===== src/rtl/led_frame_pkg.sv =====
// constants for the led matrix frame map and completion status block
// assumes one 10 MHz clock, synchronous active-high reset and an apb master
// ============================================================
// What this block does
// - 17x7 frame one: rows nine bytes apart from 20h
// - 17x7 frame two same layout, 5fh to 9dh
// - 15x5 frame one: stride nine, fifteen columns
// - 15x5 frame two starts 4dh, ends 78h
// - scroll end flag sticky until scroll clear
// - fade end flag sticky until fade clear
// - palette fade flag sticky until its clear
// - interrupt pin is or of three flags
// - upper nibble earlier column, lower nibble next
// - low three bits duty select, top bit blink
package led_frame_pkg;
    // ============================================================
    // register indices, byte address is four times the index
    localparam logic [7:0] control_one_idx = 8'h01;
    localparam logic [7:0] pattern_first_idx = 8'h20;
    localparam logic [7:0] pattern_last_idx = 8'h9D;
    localparam logic [7:0] status_idx = 8'hFF;
    localparam int pattern_depth = 126;
    // ============================================================
    // field positions
    localparam int scroll_pos = 0;
    localparam int fade_pos = 1;
    localparam int palette_pos = 2;
    localparam int mode_pos = 4;
    localparam int blink_pos = 3;
    // ============================================================
    // layouts
    localparam logic [7:0] row_stride = 8'h09;
    localparam logic [7:0] wide_frame2_base = 8'h5F;
    localparam logic [7:0] narrow_frame2_base = 8'h4D;
    localparam logic [2:0] wide_rows = 3'h7;
    localparam logic [4:0] wide_cols = 5'h11;
    localparam logic [2:0] narrow_rows = 3'h5;
    localparam logic [4:0] narrow_cols = 5'h0F;
    // ============================================================
    // reset values
    localparam logic [2:0] flags_reset = 3'h0;
    localparam logic [31:0] data_reset = 32'h0000_0000;
    typedef enum logic {layout_wide, layout_narrow} layout_type;
endpackage : led_frame_pkg


===== src/rtl/pattern_ram.sv =====
// two-frame pattern memory, one write port, one registered read port
// assumes write and read addresses are already range checked
`timescale 1ns/1ps
`default_nettype none
module pattern_ram (
    input wire logic clock,
    input wire logic wr_en,
    input wire logic [6:0] wr_addr,
    input wire logic [7:0] wr_data,
    input wire logic [6:0] rd_addr,
    output logic [7:0] rd_data
);
    // contents are not reset: cleared by software like any frame buffer
    logic [7:0] mem_reg [led_frame_pkg::pattern_depth];
    logic [7:0] rd_data_reg;

    always_ff @(posedge clock)
    begin
        if (wr_en)
        begin
            mem_reg[wr_addr] <= wr_data;
        end
        rd_data_reg <= mem_reg[rd_addr];
    end

    assign rd_data = rd_data_reg;
endmodule : pattern_ram
`default_nettype wire


===== src/rtl/led_frame_map.sv =====
// led matrix frame map: apb register slave, pattern lookup and sticky status
// assumes completion pulses and lookup inputs come from logic on the same clock
`timescale 1ns/1ps
`default_nettype none
module led_frame_map (
    input wire logic clock,
    input wire logic srst,
    input wire logic psel,
    input wire logic penable,
    input wire logic pwrite,
    input wire logic [11:0] paddr,
    input wire logic [31:0] pwdata,
    input wire logic [3:0] pstrb,
    output logic [31:0] prdata,
    output logic pready,
    output logic pslverr,
    input wire logic scroll_done,
    input wire logic fade_done,
    input wire logic palette_fade_done,
    input wire logic disp_frame,
    input wire logic [2:0] disp_row,
    input wire logic [4:0] disp_col,
    output logic [2:0] duty_level_select,
    output logic blink_invert_enable,
    output logic disp_active,
    output logic interrupt_out
);
    // ============================================================
    // apb slave
    logic pready_reg, pready_next;
    logic pslverr_reg, pslverr_next;
    logic [31:0] prdata_reg, prdata_next;
    logic [7:0] idx;
    logic is_pattern, is_ctrl, is_status, access, wr_low;

    assign idx = paddr[9:2];
    assign is_pattern = (idx >= led_frame_pkg::pattern_first_idx)
        && (idx <= led_frame_pkg::pattern_last_idx);
    assign is_ctrl = (idx == led_frame_pkg::control_one_idx);
    assign is_status = (idx == led_frame_pkg::status_idx);
    // addresses are only word slots here; paddr bits 1:0 and 11:10 take no part
    assign access = psel && penable && pready_reg;
    // a refused access carries its error flag in the same cycle as pready
    assign wr_low = access && pwrite && pstrb[0] && !pslverr_reg;

    logic [2:0] flags_reg, flags_next;
    logic mode_reg, mode_next;
    logic irq_reg, irq_next;
    logic [2:0] clear_bits;

    always_comb
    begin
        // one wait state keeps read data off the combinational path
        pready_next = psel && penable && !pready_reg;
        pslverr_next = pready_next && !(is_pattern || is_ctrl || is_status);
        prdata_next = led_frame_pkg::data_reset;
        if (pready_next && !pwrite && is_status)
        begin
            prdata_next[2:0] = flags_reg;
        end
        else if (pready_next && !pwrite && is_ctrl)
        begin
            prdata_next[led_frame_pkg::mode_pos] = mode_reg;
        end
    end

    always_ff @(posedge clock)
    begin
        if (srst)
        begin
            pready_reg <= 1'b0;
            pslverr_reg <= 1'b0;
            prdata_reg <= led_frame_pkg::data_reset;
        end
        else
        begin
            pready_reg <= pready_next;
            pslverr_reg <= pslverr_next;
            prdata_reg <= prdata_next;
        end
    end

    // ============================================================
    // control and sticky status
    assign clear_bits = (wr_low && is_ctrl) ? pwdata[2:0] : 3'h0;

    always_comb
    begin
        mode_next = mode_reg;
        if (wr_low && is_ctrl)
        begin
            mode_next = pwdata[led_frame_pkg::mode_pos];
        end
        // a completion in the same cycle as its clear wins
        flags_next[led_frame_pkg::scroll_pos] = scroll_done
            || (flags_reg[led_frame_pkg::scroll_pos]
            && !clear_bits[led_frame_pkg::scroll_pos]);
        flags_next[led_frame_pkg::fade_pos] = fade_done
            || (flags_reg[led_frame_pkg::fade_pos]
            && !clear_bits[led_frame_pkg::fade_pos]);
        flags_next[led_frame_pkg::palette_pos] = palette_fade_done
            || (flags_reg[led_frame_pkg::palette_pos]
            && !clear_bits[led_frame_pkg::palette_pos]);
        irq_next = |flags_next;
    end

    always_ff @(posedge clock)
    begin
        if (srst)
        begin
            flags_reg <= led_frame_pkg::flags_reset;
            mode_reg <= 1'b0;
            irq_reg <= 1'b0;
        end
        else
        begin
            flags_reg <= flags_next;
            mode_reg <= mode_next;
            irq_reg <= irq_next;
        end
    end

    // ============================================================
    // pattern lookup
    logic [7:0] base, row_off, byte_addr, wr_off;
    logic [2:0] row_m1;
    logic [3:0] col_half;
    logic in_layout;
    logic [7:0] rd_data;
    logic valid_d_reg, valid_d_next, upper_d_reg, upper_d_next;
    logic valid_reg, valid_next;
    logic [3:0] nib_reg, nib_next;

    assign row_m1 = disp_row - 3'h1;
    assign col_half = 4'((disp_col - 5'h01) >> 1);
    assign row_off = ({2'b00, row_m1, 3'b000}) + {5'h00, row_m1};

    always_comb
    begin
        if (mode_reg == led_frame_pkg::layout_narrow)
        begin
            base = disp_frame ? led_frame_pkg::narrow_frame2_base
                : led_frame_pkg::pattern_first_idx;
            in_layout = (disp_row != 3'h0) && (disp_row <= led_frame_pkg::narrow_rows)
                && (disp_col != 5'h00) && (disp_col <= led_frame_pkg::narrow_cols);
        end
        else
        begin
            base = disp_frame ? led_frame_pkg::wide_frame2_base
                : led_frame_pkg::pattern_first_idx;
            in_layout = (disp_row != 3'h0) && (disp_row <= led_frame_pkg::wide_rows)
                && (disp_col != 5'h00) && (disp_col <= led_frame_pkg::wide_cols);
        end
        // column seventeen lands on the upper half of byte nine
        byte_addr = base + row_off + {4'h0, col_half};
        valid_d_next = in_layout;
        upper_d_next = disp_col[0];
        valid_next = valid_d_reg;
        // outside the layout nothing is shown, whatever was written
        nib_next = !valid_d_reg ? 4'h0 : (upper_d_reg ? rd_data[7:4] : rd_data[3:0]);
    end

    assign wr_off = idx - led_frame_pkg::pattern_first_idx;

    pattern_ram u_ram (
        .clock(clock),
        .wr_en(wr_low && is_pattern),
        .wr_addr(wr_off[6:0]),
        .wr_data(pwdata[7:0]),
        .rd_addr(7'(byte_addr - led_frame_pkg::pattern_first_idx)),
        .rd_data(rd_data)
    );

    always_ff @(posedge clock)
    begin
        if (srst)
        begin
            valid_d_reg <= 1'b0;
            upper_d_reg <= 1'b0;
            valid_reg <= 1'b0;
            nib_reg <= 4'h0;
        end
        else
        begin
            valid_d_reg <= valid_d_next;
            upper_d_reg <= upper_d_next;
            valid_reg <= valid_next;
            nib_reg <= nib_next;
        end
    end

    assign prdata = prdata_reg;
    assign pready = pready_reg;
    assign pslverr = pslverr_reg;
    assign interrupt_out = irq_reg;
    assign disp_active = valid_reg;
    assign duty_level_select = nib_reg[2:0];
    assign blink_invert_enable = nib_reg[led_frame_pkg::blink_pos];

    // ============================================================
    // checks
    property p_scroll_set;
        @(posedge clock) disable iff (srst) scroll_done |=> flags_reg[0];
    endproperty
    a_scroll_set: assert property (p_scroll_set) else $error("scroll flag not set");

    property p_scroll_hold;
        @(posedge clock) disable iff (srst)
            flags_reg[0] && !clear_bits[0] |=> flags_reg[0];
    endproperty
    a_scroll_hold: assert property (p_scroll_hold) else $error("scroll flag lost");

    property p_fade_clear;
        @(posedge clock) disable iff (srst)
            clear_bits[1] && !fade_done |=> !flags_reg[1];
    endproperty
    a_fade_clear: assert property (p_fade_clear) else $error("fade flag not cleared");

    property p_fade_set;
        @(posedge clock) disable iff (srst)
            fade_done |=> flags_reg[1] ##1 ($stable(flags_reg[1]) || $past(clear_bits[1]));
    endproperty
    a_fade_set: assert property (p_fade_set) else $error("fade flag not set");

    property p_palette;
        @(posedge clock) disable iff (srst)
            !flags_reg[2] && !palette_fade_done |=> !flags_reg[2];
    endproperty
    a_palette: assert property (p_palette) else $error("palette flag set alone");

    property p_irq_or;
        @(posedge clock) disable iff (srst) ##1 irq_reg == (|flags_reg);
    endproperty
    a_irq_or: assert property (p_irq_or) else $error("irq not or of flags");

    property p_outside;
        @(posedge clock) disable iff (srst)
            (disp_col > led_frame_pkg::wide_cols) |-> ##2 !valid_reg && nib_reg == 4'h0;
    endproperty
    a_outside: assert property (p_outside) else $error("off-layout nibble shown");

    property p_narrow_col;
        @(posedge clock) disable iff (srst)
            mode_reg && $stable(mode_reg) && disp_col == 5'h10 |-> ##2 !valid_reg;
    endproperty
    a_narrow_col: assert property (p_narrow_col) else $error("col 16 active in 15x5");

    property p_wide_addr;
        @(posedge clock) disable iff (srst)
            !mode_reg && !disp_frame && disp_row == 3'h7 && disp_col == 5'h11
            |-> byte_addr == 8'h5E;
    endproperty
    a_wide_addr: assert property (p_wide_addr) else $error("17x7 last led address");

    property p_narrow_end;
        @(posedge clock) disable iff (srst)
            mode_reg && disp_frame && disp_row == 3'h5 && disp_col == 5'h0F
            |-> byte_addr == 8'h78;
    endproperty
    a_narrow_end: assert property (p_narrow_end) else $error("15x5 frame two end");

    property p_frame2_start;
        @(posedge clock) disable iff (srst)
            !mode_reg && disp_frame && disp_row == 3'h1 && disp_col == 5'h01
            |-> byte_addr == 8'h5F;
    endproperty
    a_frame2_start: assert property (p_frame2_start) else $error("17x7 frame two start");

    property p_stride;
        @(posedge clock) disable iff (srst)
            !disp_frame && disp_row == 3'h2 && disp_col == 5'h02 |-> byte_addr == 8'h29;
    endproperty
    a_stride: assert property (p_stride) else $error("row stride wrong");
endmodule : led_frame_map
`default_nettype wire


===== config.mk =====
export PLATFORM = sky130hd
export DESIGN_NAME = led_frame_map
export DESIGN_NICKNAME = d
export VERILOG_FILES = /design/src/rtl/led_frame_pkg.sv /design/src/rtl/pattern_ram.sv /design/src/rtl/led_frame_map.sv
export SDC_FILE = /design/constraint.sdc
export NUM_CORES = 1
export LEC_CHECK = 0
export BUFFER_PORTS_ARGS = -buffer_cell sky130_fd_sc_hd__buf_2
export CAP_MARGIN = 20
export CORE_MARGIN = 2
export CORE_UTILIZATION = 62
export DETAILED_ROUTE_END_ITERATION = 10
export GPL_TIMING_DRIVEN = 1
export PLACE_DENSITY = 0.79
export SLEW_MARGIN = 20
export SYNTH_ARGS = -nofsm -noshare
export SYNTH_HDL_FRONTEND = slang
export SYNTH_HIERARCHICAL = 1
export SYNTH_SLANG_ARGS = --single-unit

===== constraint.sdc =====
create_clock -name clock -period 5.2 [get_ports clock]
set_input_delay 0.52 -clock clock [delete_from_list [all_inputs] [get_ports clock]]
set_output_delay 0.52 -clock clock [all_outputs]
set_load 0.05 [all_outputs]

# [Yosys cells after proc, flatten, opt, wreduce, memory -nomap -nowiden]
# Memories as Yosys holds them, arrays and structs flattened. A register that Yosys moved wholly into a read port is not among the register bits.
# Index checks and enable logic that the tools add are counted.
[totals] regBits=46 latchBits=0 ramBits=1008 romBits=0 in_bits=65 out_inout_bits=40 elab_cells=79 mem_count=1
[op_classes] addsub=7 mul=0 div_mod_pow=0 magnitude_cmp=6 n_eq_ne=2 n_shift=0 n_mux=8 n_bitwise=3 reduce_logical=40
[memory_table] name="u_ram.mem_reg" depth=126 width=8 read_ports=1 rd_clocked_by_memory_dff=1 wr=1 line="pattern_ram.sv:14" source="logic [7:0] mem_reg [led_frame_pkg::pattern_depth];"
[op_table] op="$logic_and 1x1->1" count=22
[op_table] op="$mux 7" count=3
[op_table] op="$sub 7x6->7 const B" count=2
[op_table] op="$eq 8x1->1 const B" count=1
[op_table] op="$eq 8x8->1 const B" count=1
[op_table] op="$ge 8x6->1 const B" count=1
[op_table] op="$le 8x8->1 const B" count=1
[op_table] op="$add 6x3->7" count=1
[op_table] op="$add 7x4->7" count=1
[op_table] op="$add 7x7->7" count=1
[op_table] op="$logic_not 1->1" count=7
[op_table] op="$le 3x3->1 const B" count=2
[op_table] op="$reduce_or 3->1" count=2
[op_table] op="$le 5x4->1 const B" count=1
[op_table] op="$le 5x5->1 const B" count=1
[op_table] op="$logic_or 1x1->1" count=5
[op_table] op="$reduce_bool 5->1" count=1
[op_table] op="$sub 5x1->5 const B" count=1
[op_table] op="$mux 4" count=1
[op_table] op="$reduce_or 2->1" count=2
[op_table] op="$mux 1" count=3
[op_table] op="$mux 3" count=1
[op_table] op="$not 1->1" count=3
[op_table] op="$reduce_bool 3->1" count=1
[op_table] op="$sub 3x1->3 const B" count=1

# [Longest topological paths before layout]
[logic_depth] depth_word=11 depth_mapped=20 depth_no_buf=17

# [Cells and area by module]
# Netlist, hierarchy kept.
[modules_own_cells] mod="pattern_ram" instances=1 cells_per_inst=1948 area_per_inst_um2=39736.9 seq_area_each_um2=30429.2
[modules_own_cells] mod="led_frame_map" instances=1 cells_per_inst=169 area_per_inst_um2=1507.7 seq_area_each_um2=360.3

# [Worst setup path after synthesis]
# Ideal clock, no wire load.
[synth_timing] path_kind="input to register" startpoint="input disp_row[0]" endpoint="register u_ram.rd_data_reg[0] (netlist: u_ram/rd_data[0]), read port of u_ram.mem_reg" setup_ps=91 arrival_time_ps=3946 required_ps=5109 setup_slack_ps=1163 stages=19 n_path_buf=5 cell_sequence="inv_1 > ha_1 > xor2_1 > inv_1 > fa_1 > inv_1 > ha_1 > a21o_1 > a21oi_1 > xnor2_1 > buf_2 > buf_2 > buf_2 > buf_4 > buf_2 > nand2_1 > a31oi_1 > o21ai_0 > a311oi_1"
[synth_between] elab_chain_cells=5
[synth_rtl] item="from (decl)" line="led_frame_map.sv:21" source="input wire logic [2:0] disp_row,"
[synth_rtl] item="$sub 3x1->3" line="led_frame_map.sv:134" source="assign row_m1 = disp_row - 3'h1;"
[synth_rtl] item="$add 6x3->7" line="led_frame_map.sv:136" source="assign row_off = ({2'b00, row_m1, 3'b000}) + {5'h00, row_m1};"
[synth_rtl] item="$add 7x7->7" line="led_frame_map.sv:155" source="byte_addr = base + row_off + {4'h0, col_half};"
[synth_rtl] item="$add 7x4->7" line="led_frame_map.sv:155"
[synth_rtl] item="$sub 7x6->7" line="led_frame_map.sv:170" source=".rd_addr(7'(byte_addr - led_frame_pkg::pattern_first_idx)),"
[synth_rtl] item="to (decl)" line="pattern_ram.sv:15" source="logic [7:0] rd_data_reg;"
# Every way passes these cells.
# A chain may end at the register's enable or synchronous reset.

# [Final worst setup path]
[layout_timing] startpoint="input disp_row[0]" endpoint="register u_ram.rd_data_reg[1] (netlist: u_ram/rd_data[1]), read port of u_ram.mem_reg"
# Same word-level chain as after synthesis.

==> run metrics <==
status finished, final reports clean; DR vias/cell 6.67; Die Span Y 262 um; netlist area before placement 41200 um2; DRC Markers 0; wire per inst 29.5 um; warnings from Yosys 6; FF-to-FF End u_ram/rd_data[3]$_DFF_P_; post-synthesis sequential area ratio 74.7%; area grow syn2layout 12.2%; # H-tree levels 3; Power Dens Cells 472 nW/um2; total power 21900 uW; io pins 105; clk_lat worst skew 660 ps; clk_skew 31.4 ps; hold depth 3; crit path from disp_row[0]; CP Data Required Time 5720 ps; Final Slew Violations 0; Async SR Flop Fraction 0%; multi-input logic area 9600 um2; Max Clock Freq 225 MHz; setup violators final 0; vias in the first global route 21400; die area 68600 um2; Rows 94; final instance area 46300 um2; DR pass1 iterations 6; layout cells sized above 1 24.9%; largest net degree at the start of global routing 78; global-route wire length before repair 139000 um; hold buffers post-CTS 0; Filler Cells Inserted 3801; setup bufs post-CTS 0; final worst-path cycle share 85.5%; Lkg Pwr 0.0152 uW; Worst setup EP type register; IO buf count 45; First DRT Iteration DRCs 2913; type of the worst setup path in2reg; Setup crit end u_ram/rd_data[1]$_DFF_P_; Starting Density 62.6%; Final #Nets 2372; max FFs per register 1008; reg-to-reg startpoint mode_reg$_SDFFE_PP0N_; grt ovf 0; RSZ-0062 raised after global routing false; core area 65900 um2; die width 262 um; Distinct cells, synth 62; clk sinks 1034; max_cap viols 0; Hold WC Path Type in2reg; WP data arrival 4970 ps; gr usage total 28.2%; fin util 70.2%; drt total wl 95300 um; slew margin rel. 14.3%; flops & latches, synth 1034; PostCTS Resize Cnt 0; half-perimeter wire length after placement 59100 um; global placement routability congestion 0.875; Setup TNS Final 0 ps; final hold vios 0; worst IR drop on VDD 0.297 mV; CTS clock-pin slew for the worst setup and hold paths 60 ps; initial antenna violation count 1; Gate Count Post-Synth 2117; syn avg cell area 19.5 um2; Num CTS Buffers 97; Antenna diodes 0; Root Buffer clkbuf_16; worst slew pin tran 1280 ps; worst r2r path cells 14; CTS tree built; total number of vias 21600; Post-synth EDFFs 1008; final worst path period need 4450 ps; type of origin of the critical path primary input; antenna viol nets, final 0; DP Area 42900 um2; sequential cell area 30800 um2; clk buf depth 3; CP max FO 9; Post-synth top flop edfxtp_1; reg-to-reg slack, setup 810 ps
## cells by family (layout without fill, tap and decap cells)
kind of cell	count (synthesis)	in the layout	synth area share, %
buffers and inverters	162	387	2.39
AOI/OAI and AO/OA	164	164	2.79
DFF	1034	1034	74.7
other	1	28	0.00909
muxes	358	358	15.2
xor gates and xnor gates	8	8	0.170
adders and majority gates	19	19	0.667
and+or+nand+nor	371	371	4.14
## report_power, final
| group | switching (uW) | leakage, uW | internal [uW] | total [uW] |
|---|---|---|---|---|
| sequential | 15.2 | 0.00927 | 9180 | 9200 |
| clock | 3010 | 0.00162 | 4310 | 7320 |
| combinational | 3100 | 0.00429 | 2250 | 5350 |
| total | 6120 | 0.0152 | 15700 | 21900 |
## per-layer routing
layer | share of wire [%] | track usage (%) | vias to the layer above
met2 | 48 | 45.1 | 1365
met5 | 0 | 0 | -
li1 | - | - | 8848
met4 | 3.6 | 10.0 | 0
met3 | 11 | 5.51 | 236
met1 | 37 | 39.5 | 11100
## worst max-delay path, stage by stage
cell	delay (ps)
buf_2	130
inv_1	180
ha_1	200
xor2_1	220
inv_1	90
fa_1	570
inv_1	70
ha_1	300
a21o_1	180
a21oi_1	340
xnor2_2	340
nor2_1	290
buf_4	250
a22o_1	210
o21ai_0	400
nand4_1	250
a2111oi_1	420
## cell usage in the layout, fill, tap and decap left out, drive strengths merged, types with 17 or more instances in the layout
master	synthesis	routed
buf	108	179
o21ai	22	22
clkinv	1	33
nor2b	21	21
edfxtp	1008	1008
a22oi	31	31
nand2	83	83
clkbuf	26	125
mux2i	117	117
inv	27	30
conb	1	28
a21oi	36	36
mux2	30	30
nor2	155	155
mux4	211	211
dfxtp	26	26
a22o	17	17
nand3	44	44
## cell usage after synthesis, types with 26 or more instances
library cell	number	area, um2
edfxtp_1	1008	30300
mux4_2	211	4750
nor2_1	155	582
mux2i_1	117	1170
nand2_1	83	312
buf_4	52	390
nand3_1	44	220
a21oi_1	36	180
buf_2	35	175
a22oi_1	31	233
mux2_2	30	338
dfxtp_1	26	521
inv_1	26	97.6
## cell type report
cell class	instances	area share (%)
inverter	28	0.243
tap	864	2.34
multi-input combinational	948	20.8
clock buffer	125	5.74
clock inverter	55	1.47
timing repair buffer	179	2.92
sequential	1034	66.5
## stage by stage
| stage | hold slack [ps] | std cells | setup WS, ps |
|---|---|---|---|
| finish | 126 | 3233 | 752 |
| global route | 137 | 3233 | 469 |
| CTS | 96.8 | 3233 | 826 |
| detailed placement | 459 | 3053 | 201 |
| global placement | 449 | 3052 | 295 |
| floorplan | 430 | 2144 | 1160 |
## worst min path at each step
stage          slack, ps                 endpoint                    start
6_report             130  flags_reg[0]$_SDFF_PP0_              scroll_done
2_1_floorplan        430     prdata[2]$_SDFF_PP0_  flags_reg[2]$_SDFF_PP0_
3_5_place_dp         460     prdata[2]$_SDFF_PP0_  flags_reg[2]$_SDFF_PP0_
3_3_place_gp         450     prdata[2]$_SDFF_PP0_  flags_reg[2]$_SDFF_PP0_
5_1_grt              140  flags_reg[0]$_SDFF_PP0_              scroll_done
4_1_cts              100  flags_reg[0]$_SDFF_PP0_              scroll_done
No activity file was read; power rests on OpenSTA's default activity.
